### config.mk
export PLATFORM = sky130hd
export DESIGN_NAME = wrtws_slave
export DESIGN_NICKNAME = d
export VERILOG_FILES = /design/src/hw/wrtws_pkg.sv /design/src/hw/wrtws_slave.sv
export SDC_FILE = /design/constraint.sdc
export NUM_CORES = 1
export LEC_CHECK = 0
export ABC_AREA = 0
export BUFFER_PORTS_ARGS = -buffer_cell sky130_fd_sc_hd__buf_2
export CAP_MARGIN = 20
export CELL_PAD_IN_SITES_DETAIL_PLACEMENT = 1
export CELL_PAD_IN_SITES_GLOBAL_PLACEMENT = 1
export CORE_MARGIN = 2
export CORE_UTILIZATION = 37
export CTS_CLUSTER_SIZE = 14
export DETAILED_ROUTE_END_ITERATION = 8
export PLACE_DENSITY = 0.82
export SYNTH_ARGS = -nofsm -noshare
export SYNTH_HDL_FRONTEND = slang
export SYNTH_SLANG_ARGS = --single-unit
### constraint.sdc
create_clock -name sys_clk -period 9.8 [get_ports sys_clk]
set_clock_uncertainty 0.05 [all_clocks]
set_input_delay 0 -clock sys_clk [delete_from_list [all_inputs] [get_ports sys_clk]]
set_output_delay 0 -clock sys_clk [all_outputs]
set_load 0.05 [all_outputs]
### src/hw/wrtws_pkg.sv
// Package with constants and types for the wiper register two-wire slave.
package wrtws_pkg;
  localparam int         DATA_W        = 8;
  localparam logic [3:0] ADDR_CODE     = 4'h5;
  localparam logic [7:0] CMD_WR_SCRATCH = 8'hA9;
  localparam logic [7:0] CMD_WR_WIPER  = 8'hAA;
  localparam logic [7:0] CMD_WR_BOTH   = 8'hAF;
  localparam logic [7:0] WIPER_RESET   = 8'h00;
  localparam logic [7:0] SCRATCH_RESET = 8'h00;
  localparam logic [3:0] BIT_LAST      = 4'h7;
  localparam logic [3:0] BIT_ACK       = 4'h8;
  localparam int         CLK_HZ        = 50000000;
  localparam int         SCL_FAST_HZ   = 400000;
  localparam int         SCL_FAST_CYC  = CLK_HZ / SCL_FAST_HZ;

  typedef struct packed {
    logic scl;
    logic sda;
  } wrtws_bus_t;

  typedef enum logic [4:0] {
    ST_IDLE = 5'b00001,
    ST_ADDR = 5'b00010,
    ST_CMD  = 5'b00100,
    ST_WDAT = 5'b01000,
    ST_RDAT = 5'b10000
  } wrtws_state_t;
endpackage : wrtws_pkg

### src/hw/wrtws_slave.sv
// Two-wire slave holding the scratch byte and the wiper position register.
// Overview of operation
// (RULE1) Two 8-bit registers: scratch byte and wiper position.
// (RULE2) Wiper register drives a one-of-256 tap select; 00h is low terminal.
// (RULE3) Wiper register loads 00h at power-up reset.
// (RULE4) Three address select pins form the device address.
// (RULE5) Slave only; SCL is input, never generates clocks or conditions.
// (RULE6) Master makes every clock pulse and every START and STOP.
// (RULE7) Master starts only when SDA and SCL are both high.
// (RULE8) SDA changes only while SCL low; changes in SCL high are conditions.
// (RULE9) SDA fall with SCL high is START; SDA rise is STOP.
// (RULE10) One SCL pulse per bit, sampled during the high period.
// (RULE11) Bytes of eight bits plus a ninth acknowledge bit by receiver.
// (RULE12) Any number of bytes between START and STOP is accepted.
// (RULE13) Works with bus clocks up to 100kHz and 400kHz.
// (RULE14) Master supplies a ninth clock pulse after every byte.
// (RULE15) Acknowledger holds SDA low before and through the ninth clock high.
// (RULE16) On master not-acknowledge the device releases SDA and stops sending.
// (RULE17) Written address byte and all following bytes are acknowledged.
// (RULE18) Master acknowledges read bytes except the last one.
// (RULE19) SDA is open drain: pulled low or released, never driven high.
// (RULE20) Address matches 0101 plus select pins; last bit is read or write.
// (RULE21) Command A9h writes scratch, AAh writes wiper, AFh writes both.
// (RULE22) Reads return the scratch byte first, then the wiper register.
// (RULE23) All bytes travel most significant bit first.
// (RULE24) SCL and SDA are synchronised and edges detected internally.
module wrtws_slave
(
  input  wire logic                     sys_clk,
  input  wire logic                     sys_rst,
  input  wire wrtws_pkg::wrtws_bus_t    bus_in,
  input  wire logic [2:0]               addr_select,
  output logic                          sda_out,
  output logic                          sda_oe_n,
  output logic [255:0]                  tap_select,
  output logic [7:0]                    scratch_byte,
  output logic [7:0]                    wiper_position
);
  import wrtws_pkg::*;

  ////////////////////////////////////////////////////////////////////////////
  // Synchronisers and edge detection.
  wrtws_bus_t   sync1_reg;
  wrtws_bus_t   sync2_reg;
  wrtws_bus_t   prev_reg;
  logic [2:0]   asel1_reg;
  logic [2:0]   asel2_reg;

  // (RULE24) two-stage synchroniser
  always_ff @(posedge sys_clk or posedge sys_rst)
  begin
    if (sys_rst)
    begin
      sync1_reg <= '{scl: 1'b1, sda: 1'b1};
      sync2_reg <= '{scl: 1'b1, sda: 1'b1};
      prev_reg  <= '{scl: 1'b1, sda: 1'b1};
      asel1_reg <= 3'h0;
      asel2_reg <= 3'h0;
    end
    else
    begin
      sync1_reg <= bus_in;
      sync2_reg <= sync1_reg;
      prev_reg  <= sync2_reg;
      // (RULE4) select pins sampled
      asel1_reg <= addr_select;
      asel2_reg <= asel1_reg;
    end
  end

  // (RULE5) clock pin input only
  wire scl_rise;
  wire scl_fall;
  wire start_det;
  wire stop_det;
  // (RULE9) start and stop decode
  assign start_det = sync2_reg.scl && prev_reg.scl && prev_reg.sda && !sync2_reg.sda;
  assign stop_det  = sync2_reg.scl && prev_reg.scl && !prev_reg.sda && sync2_reg.sda;
  // (RULE10) sample on clock rise
  assign scl_rise  = sync2_reg.scl && !prev_reg.scl;
  assign scl_fall  = !sync2_reg.scl && prev_reg.scl;

  ////////////////////////////////////////////////////////////////////////////
  // Byte engine state.
  wrtws_state_t state_reg;
  wrtws_state_t state_next;
  logic [3:0]   bit_reg;
  logic         armed_reg;
  logic [7:0]   shift_reg;
  logic [7:0]   cmd_reg;
  logic         rd_sel_reg;
  logic         ack_ok_reg;
  logic         nack_reg;
  logic         drive_low_reg;
  logic [7:0]   scratch_reg;
  logic [7:0]   wiper_reg;

  wire          byte_done;
  wire          ack_slot_end;
  wire          addr_match;
  wire [7:0]    rx_byte;
  wire [7:0]    tx_byte;
  wire          tx_bit;

  assign rx_byte      = {shift_reg[6:0], sync2_reg.sda};
  // (RULE11) eighth bit then ack slot
  assign byte_done    = scl_rise && (bit_reg == BIT_LAST);
  assign ack_slot_end = scl_fall && (bit_reg == BIT_ACK);
  // (RULE20) address decode
  assign addr_match   = (rx_byte[7:4] == ADDR_CODE) && (rx_byte[3:1] == asel2_reg);
  // (RULE22) scratch then wiper
  assign tx_byte      = rd_sel_reg ? wiper_reg : scratch_reg;
  // (RULE23) most significant first
  assign tx_bit       = tx_byte[3'(BIT_LAST - bit_reg)];

  always_comb
  begin
    state_next = state_reg;
    if (ack_slot_end)
    begin
      unique case (state_reg)
        ST_ADDR: state_next = !ack_ok_reg ? ST_IDLE : (shift_reg[0] ? ST_RDAT : ST_CMD);
        ST_CMD:  state_next = ST_WDAT;
        // (RULE12) no byte limit
        ST_WDAT: state_next = ST_WDAT;
        // (RULE16) stop on not-acknowledge
        ST_RDAT: state_next = nack_reg ? ST_IDLE : ST_RDAT;
        ST_IDLE: state_next = ST_IDLE;
      endcase
    end
  end

  always_ff @(posedge sys_clk or posedge sys_rst)
  begin
    if (sys_rst)
      state_reg <= ST_IDLE;
    else if (start_det)
      state_reg <= ST_ADDR;
    else if (stop_det)
      state_reg <= ST_IDLE;
    else
      state_reg <= state_next;
  end

  // (RULE13) one count per pulse
  always_ff @(posedge sys_clk or posedge sys_rst)
  begin
    if (sys_rst)
      bit_reg <= 4'h0;
    else if (start_det || ack_slot_end)
      bit_reg <= 4'h0;
    else if (scl_fall && armed_reg && bit_reg != BIT_ACK)
      bit_reg <= bit_reg + 4'h1;
  end

  // The clock fall that closes a START carries no bit and is not counted.
  always_ff @(posedge sys_clk or posedge sys_rst)
  begin
    if (sys_rst)
      armed_reg <= 1'b0;
    else if (start_det)
      armed_reg <= 1'b0;
    else if (scl_rise)
      armed_reg <= 1'b1;
  end

  always_ff @(posedge sys_clk or posedge sys_rst)
  begin
    if (sys_rst)
    begin
      shift_reg  <= 8'h00;
      cmd_reg    <= 8'h00;
      ack_ok_reg <= 1'b0;
      nack_reg   <= 1'b0;
      rd_sel_reg <= 1'b0;
    end
    else
    begin
      if (start_det)
        rd_sel_reg <= 1'b0;
      if (scl_rise && bit_reg <= BIT_LAST)
        shift_reg <= rx_byte;
      if (byte_done && state_reg == ST_ADDR)
        ack_ok_reg <= addr_match;
      if (byte_done && state_reg == ST_CMD)
        cmd_reg <= rx_byte;
      if (scl_rise && bit_reg == BIT_ACK)
        nack_reg <= sync2_reg.sda;
      if (ack_slot_end && state_reg == ST_RDAT)
        rd_sel_reg <= ~rd_sel_reg;
    end
  end

  ////////////////////////////////////////////////////////////////////////////
  // Register file.
  // (RULE1) two 8-bit registers
  always_ff @(posedge sys_clk or posedge sys_rst)
  begin
    if (sys_rst)
    begin
      // (RULE3) wiper cleared at power-up
      wiper_reg   <= WIPER_RESET;
      scratch_reg <= SCRATCH_RESET;
    end
    else if (byte_done && state_reg == ST_WDAT)
    begin
      // (RULE21) command decode
      if (cmd_reg == CMD_WR_SCRATCH || cmd_reg == CMD_WR_BOTH)
        scratch_reg <= rx_byte;
      if (cmd_reg == CMD_WR_WIPER || cmd_reg == CMD_WR_BOTH)
        wiper_reg <= rx_byte;
    end
  end

  ////////////////////////////////////////////////////////////////////////////
  // SDA open-drain driver.
  wire drive_low_next;
  // (RULE17) acknowledge received bytes
  assign drive_low_next =
      (bit_reg == BIT_ACK && state_reg == ST_ADDR && ack_ok_reg)
    || (bit_reg == BIT_ACK && (state_reg == ST_CMD || state_reg == ST_WDAT))
    || (bit_reg <= BIT_LAST && state_reg == ST_RDAT && !tx_bit);

  // (RULE15) hold low through ack clock
  always_ff @(posedge sys_clk or posedge sys_rst)
  begin
    if (sys_rst)
      drive_low_reg <= 1'b0;
    else if (start_det || stop_det)
      drive_low_reg <= 1'b0;
    // (RULE8) change while low
    else if (!sync2_reg.scl)
      drive_low_reg <= drive_low_next;
  end

  // (RULE19) never drive high
  always_ff @(posedge sys_clk or posedge sys_rst)
  begin
    if (sys_rst)
    begin
      sda_out  <= 1'b0;
      sda_oe_n <= 1'b1;
    end
    else
    begin
      sda_out  <= 1'b0;
      sda_oe_n <= ~drive_low_reg;
    end
  end

  ////////////////////////////////////////////////////////////////////////////
  // Tap select and register outputs.
  // (RULE2) one-hot tap
  always_ff @(posedge sys_clk or posedge sys_rst)
  begin
    if (sys_rst)
    begin
      tap_select     <= 256'h1;
      scratch_byte   <= SCRATCH_RESET;
      wiper_position <= WIPER_RESET;
    end
    else
    begin
      tap_select     <= 256'h1 << wiper_reg;
      scratch_byte   <= scratch_reg;
      wiper_position <= wiper_reg;
    end
  end

  ////////////////////////////////////////////////////////////////////////////
  // Assertions.
  property p_open_drain;
    @(posedge sys_clk) disable iff (sys_rst) sda_out == 1'b0;
  endproperty
  a_open_drain: assert property (p_open_drain) else $error("SDA driven high."); // (RULE19)

  property p_wiper_tap;
    @(posedge sys_clk) disable iff (sys_rst) ##1 tap_select == (256'h1 << $past(wiper_reg));
  endproperty
  a_wiper_tap: assert property (p_wiper_tap) else $error("Tap select mismatch."); // (RULE2)

  property p_start_addr;
    @(posedge sys_clk) disable iff (sys_rst) start_det |=> state_reg == ST_ADDR;
  endproperty
  a_start_addr: assert property (p_start_addr) else $error("Start not seen."); // (RULE9)

  property p_stop_idle;
    @(posedge sys_clk) disable iff (sys_rst) stop_det && !start_det |=> state_reg == ST_IDLE;
  endproperty
  a_stop_idle: assert property (p_stop_idle) else $error("Stop not seen."); // (RULE9)

  property p_bad_addr;
    @(posedge sys_clk) disable iff (sys_rst)
      byte_done && state_reg == ST_ADDR && !addr_match |=> !ack_ok_reg;
  endproperty
  a_bad_addr: assert property (p_bad_addr) else $error("Foreign address taken."); // (RULE20)

  property p_write_wiper;
    @(posedge sys_clk) disable iff (sys_rst)
      byte_done && state_reg == ST_WDAT && cmd_reg == CMD_WR_BOTH |=> wiper_reg == scratch_reg;
  endproperty
  a_write_wiper: assert property (p_write_wiper) else $error("Write both failed."); // (RULE21)

  property p_nack_release;
    @(posedge sys_clk) disable iff (sys_rst)
      ack_slot_end && state_reg == ST_RDAT && nack_reg |=> ##[1:3] sda_oe_n && state_reg == ST_IDLE;
  endproperty
  a_nack_release: assert property (p_nack_release) else $error("SDA held after nack."); // (RULE16)

  property p_ack_stable;
    @(posedge sys_clk) disable iff (sys_rst)
      scl_rise && bit_reg == BIT_ACK && state_reg == ST_CMD |-> !sda_oe_n;
  endproperty
  a_ack_stable: assert property (p_ack_stable) else $error("Ack missing."); // (RULE15)
endmodule : wrtws_slave

; ---- Yosys cells after proc, flatten, opt, wreduce, memory -nomap -nowiden
; Index checks and enable logic that the tools add are counted.
[word_totals]
register_bits = 330
output_inout_bits = 274
wordCells = 104
[classes]
addsub = 2
n_lt_le_gt_ge = 2
eq_ne = 14
shifts = 1
muxes = 18
n_bitwise = 2
reduce_logical = 42
[op_table]
columns = cell, count
row1 = 1-bit by 8-bit << shifter with 256-bit output (first input constant), 1
row2 = 5-bit two-way mux, 6
row3 = 8-bit equality test (second input constant), 3
row4 = 1-bit logical AND, 23
row5 = 5-bit case mux with 4 select lines, 1
row6 = 4-bit by 3-bit equality test with 1-bit output (second input constant), 2
row7 = 4-bit two-way mux, 2
row8 = 8-bit two-way mux, 1
row9 = 1-bit logical OR, 7
row10 = 1-bit two-way mux, 7
row11 = 2-bit nonzero test, 3
row12 = 5-bit by 1-bit equality test with 1-bit output (second input constant), 1
row13 = 5-bit by 2-bit equality test with 1-bit output (second input constant), 1
row14 = 5-bit by 3-bit equality test with 1-bit output (second input constant), 1
row15 = 5-bit by 4-bit equality test with 1-bit output (second input constant), 1
row16 = 5-bit equality test (second input constant), 1
row17 = 1-bit logical NOT, 5
row18 = 4-bit by 1-bit adder with 4-bit output (second input constant), 1
row19 = 4-bit equality test (second input constant), 1
row20 = 4-bit by 3-bit less-or-equal comparator with 1-bit output (second input constant), 1
row21 = 3-bit by 4-bit < comparator with 1-bit output (second input constant), 1
row22 = 4-bit inequality test (second input constant), 1
row23 = 2-bit AND reduction, 2
row24 = 1-bit binary-select mux with 3-bit select, 1
row25 = 6 further kinds, 7

; ---- Longest topological paths before layout
[depth]
ltp_word = 8
ltp_mapped = 7
mapped_depth_nobuf = 6

; ---- Worst setup path before layout
; OpenSTA, ideal clock, no wires.
[synth_timing]
path_kind = register to register
startpoint = register sync2_reg[1] (netlist bit)
endpoint = register cmd_reg[0]
setup_ns = 0.125
arrival_time_ns = 1.803
slack_ns = 7.822
stages_incl_launch_ff = 6
path_buffers = 1
cell_sequence = dfstp_2 nor3b_4 and3_4 and3_4 buf_12 mux2_4
[synth_between]
elab_chain_cells = 3
[synth_lines]
columns = element, line_no
row1 = "start, declared", wrtws_slave.sv:44  ; wrtws_bus_t sync2_reg;
row2 = "start signal, assigned", wrtws_slave.sv:55  ; sync2_reg <= '{scl: 1'b1, sda: 1'b1};
row3 = "start signal, assigned", wrtws_slave.sv:63  ; sync2_reg <= sync1_reg;
row4 = 1-bit logical AND, wrtws_slave.sv:80  ; assign scl_rise = sync2_reg.scl && !prev_reg.scl;
row5 = 1-bit logical AND, wrtws_slave.sv:107  ; assign byte_done = scl_rise && (bit_reg == BIT_LAST);
row6 = 1-bit logical AND, wrtws_slave.sv:185  ; if (byte_done && state_reg == ST_CMD)
row7 = "end signal, assigned", wrtws_slave.sv:186  ; cmd_reg <= rx_byte;
row8 = "end, declared", wrtws_slave.sv:90  ; logic [7:0] cmd_reg;
; No other way between the ends.
; A chain may end at the register's enable or synchronous reset.

; ---- Worst setup path after layout
[layout_timing]
startpoint = register wiper_reg[0]
endpoint = register tap_select[133]
[layout_between]
elab_chain_cells = 1
[layout_lines]
columns = element, line_no
row1 = "start, declared", wrtws_slave.sv:96  ; logic [7:0] wiper_reg;
row2 = "start signal, assigned", wrtws_slave.sv:211  ; wiper_reg <= rx_byte;
row3 = 1-bit by 8-bit << shifter with 256-bit output, wrtws_slave.sv:264  ; tap_select <= 256'h1 << wiper_reg;
row4 = "end signal, assigned", wrtws_slave.sv:264
row5 = "end, declared", wrtws_slave.sv:35  ; output logic [255:0] tap_select,
; No other way between the ends.

==> flow_metrics.tcl <==
set metrics [dict create \
    status "completed" \
    finalNetCount 1141 \
    synth_cell_types 59 \
    synth-edff-count 0 \
    viasPerCell 4.874 \
    synthTopCellsByCount "dfrtp_1, nor2_1, nand2_1" \
    wl_per_cell_um 21.23 \
    report.final.slew_viol_count 0 \
    syn_area_per_cell_sq_um 12.98 \
    dp_cells 1479 \
    critPathCaptureType "flip-flop" \
    wirelength_um 32760 \
    synth.largest_area_cell "dfrtp_1" \
    cp.depth 4 \
    cts.clk_slew.worst_paths_ns 0.06 \
    synthMostInstantiatedCell "dfrtp_1" \
    finalWorstPathRequiredPeriod_ns 2.375 \
    ys_warn_count 0 \
    root_buffer "clkbuf_16" \
    dr.pass1.iters 4 \
    syn_inst 850 \
    arrival_ns 2.71 \
    antenna_left 0 \
    cpPeakStageDelay_ns 0.80 \
    leakagePower_nw 7.491 \
    cts_hold_buf 6 \
    port_buffers 279 \
    syn-cell-area_sq_um 11030 \
    grt_pass1_wl_um 49250 \
    grt_setup_unrepaired "false" \
    cts_sinks 330 \
    cts_buffer_depth 3 \
    cp_cell_sequence "nor2b_1 -> nand2_2 -> or2_2 -> nor2_1" \
    setup_viol 0 \
    ios 281 \
    critical_path.top_delay_family "simple AND/OR/NAND/NOR gates" \
    coreArea_sq_um 29480 \
    synth_ff_type "dfrtp_1" \
    grt_max_degree 92 \
    drc 0 \
    layout-drive-gt1-share_pct 34.00 \
    h-tree-depth 2 \
    synthesis.nets 859 \
    initial_core_util_pct 37.43 \
    dp_hpwl_um 22180 \
    die_w_um 176.7 \
    antenna_found_initial 0 \
    ys_seq_area_share_pct 74.94 \
    startpoint_type "flip-flop" \
    critPathRequiredTime_ns 10.14 \
    r2r_cells 4 \
    worst_ir_drop_vdd_v 0.0001676 \
    synthArstFlopShare_pct 100.0 \
    synth_top_area_share_pct 72.80 \
    finalNonFillerCells 1543 \
    cp_max_fo 18 \
    power_density_nw_per_um2 205.7 \
    die_area_sq_um 31220 \
    ys_ff_latch 330 \
    die_h_um 176.7 \
    track_usage_pct 20.95 \
    grt_pass1_vias 8158 \
    syn_to_final_growth_pct 26.92 \
    finalHoldViolCount 0 \
    gp_congestion 0.7867 \
    finalCritPeriodShare_pct 24.24 \
    max_freq_mhz 421.0 \
    cp_slowest_cell "dfrtp_1" \
    crit_type "reg2reg" \
    cts_tree "done" \
    cts_buffers 34 \
    cts_setup_buffers 0 \
    top_register "tap_select" \
    drt_iter0_drc 416 \
    ctsResizeCount 0 \
    hold_path.class "in2async" \
    worst_slew_pin_slew_ns 1.004 \
    max_cap_viol_count 0 \
    grt_overflow_total 0 \
    maxSlewHeadroom_pct 32.88 \
    synth_area_leaders "dfrtp_1, nor2_1, mux2_2, dfstp_2, nand2_1" \
    vias 7521 \
    largest_reg_flops 256 \
    path_buf_inv 0 \
    setup_tns_ns 0 \
    clk_latency_ns 0.50 \
    n_antenna_cell 0 \
    rows 63 \
]
area by class of cell:
| cell class | count | area (sq um) |
|---|---|---|
| well taps | 390 | 488.0 |
| clock buffers | 49 | 1008 |
| inverters | 8 | 37.54 |
| fillers | 3154 | 15480 |
| clock inverters | 8 | 146.4 |
| repair buffers | 290 | 1514 |
| multi-input cells | 468 | 2541 |
| flip-flops and latches | 330 | 8269 |
path summary, 6_finish.rpt:
check,from,end,slack [ns]
setup / recovery,wiper_reg[0],tap_select[133],7.42
hold / removal,sys_rst,tap_select[245],0.08
setup reg to reg,wiper_reg[0],tap_select[133],7.42
hold reg to reg,sync1_reg[1],sync2_reg[1],0.30
max in group asynchronous,sys_rst,nack_reg,7.49
min in group sys_clk,addr_select[1],asel1_reg[1],0.11
layer usage:
metal / track usage (%) / up-vias / wire length, um
met5: 0 / - / 0
met1: 25.91 / 3912 / 12740
met2: 37.42 / 254 / 17190
li1: - / 3284 / -
met3: 3.050 / 71 / 1668
met4: 7.438 / 0 / 1157
power by group:
| group | internal, W | leakage [nW] | switching (W) |
|---|---|---|---|
| logic | 0.0000453 | 2.38 | 0.0000625 |
| registers | 0.00139 | 4.55 | 0.0000530 |
| clock network | 0.000818 | 0.565 | 0.000511 |
layout by cell type, fill, tap and decap left out, types with 3 or more instances in the layout:
cell type	Yosys	final
dlygate4sd3_1	0	6
and2_1	3	3
dfrtp_1	321	321
mux2_2	24	24
mux4_2	3	3
buf_2	3	279
nand3b_1	3	3
xor2_1	6	6
clkbuf_16	0	35
xnor2_1	5	5
buf_4	2	4
bufinv_16	0	4
nor2b_1	11	11
nand4_1	4	4
nor3_1	16	16
mux2i_1	3	3
inv_1	8	7
nor4_1	6	6
nand2_1	46	46
nand2b_1	5	5
or2_2	3	3
mux2_4	8	8
clkbuf_1	33	6
o31ai_1	3	3
nand3_1	16	16
nor2_1	255	255
clkbuf_8	0	8
nor3b_1	3	3
o21ai_0	6	6
dfstp_2	9	9
stage by stage:
stage	total power (W)	hold slack [ns]	instance area, sq um	setup slack (ns)	utilization [%]
2_1_floorplan	0.001536	-0.04552	11030	0.6251	-
3_3_place_gp	0.001566	0.05757	12760	7.185	43.29
3_5_place_dp	0.001576	0.05955	12760	7.094	43.29
4_1_cts	0.002908	0.08285	13980	7.078	47.41
5_1_grt	0.002984	0.09562	14000	7.143	47.50
6_report	0.002881	0.07838	14000	7.425	47.50
worst reg2reg max path, delay by kind of cell, from the launching register on:
family / cells / cell delay [ns]
flip-flops: 1 / 0.80
AND/OR/NAND/NOR: 4 / 1.41
kinds of logic (layout without fill, tap and decap cells):
family / Yosys count / count (layout) / share of synthesized area, %
buf+inv: 52 / 355 / 2.030
other cells: 1 / 1 / 0.03398
xor+xnor: 11 / 11 / 0.8731
mux: 38 / 38 / 4.422
fa+ha+maj: 2 / 2 / 0.2267
simple gates: 388 / 388 / 15.59
compound gates: 28 / 28 / 1.883
flops: 330 / 330 / 74.94
No activity file was read; power rests on OpenSTA's default activity.
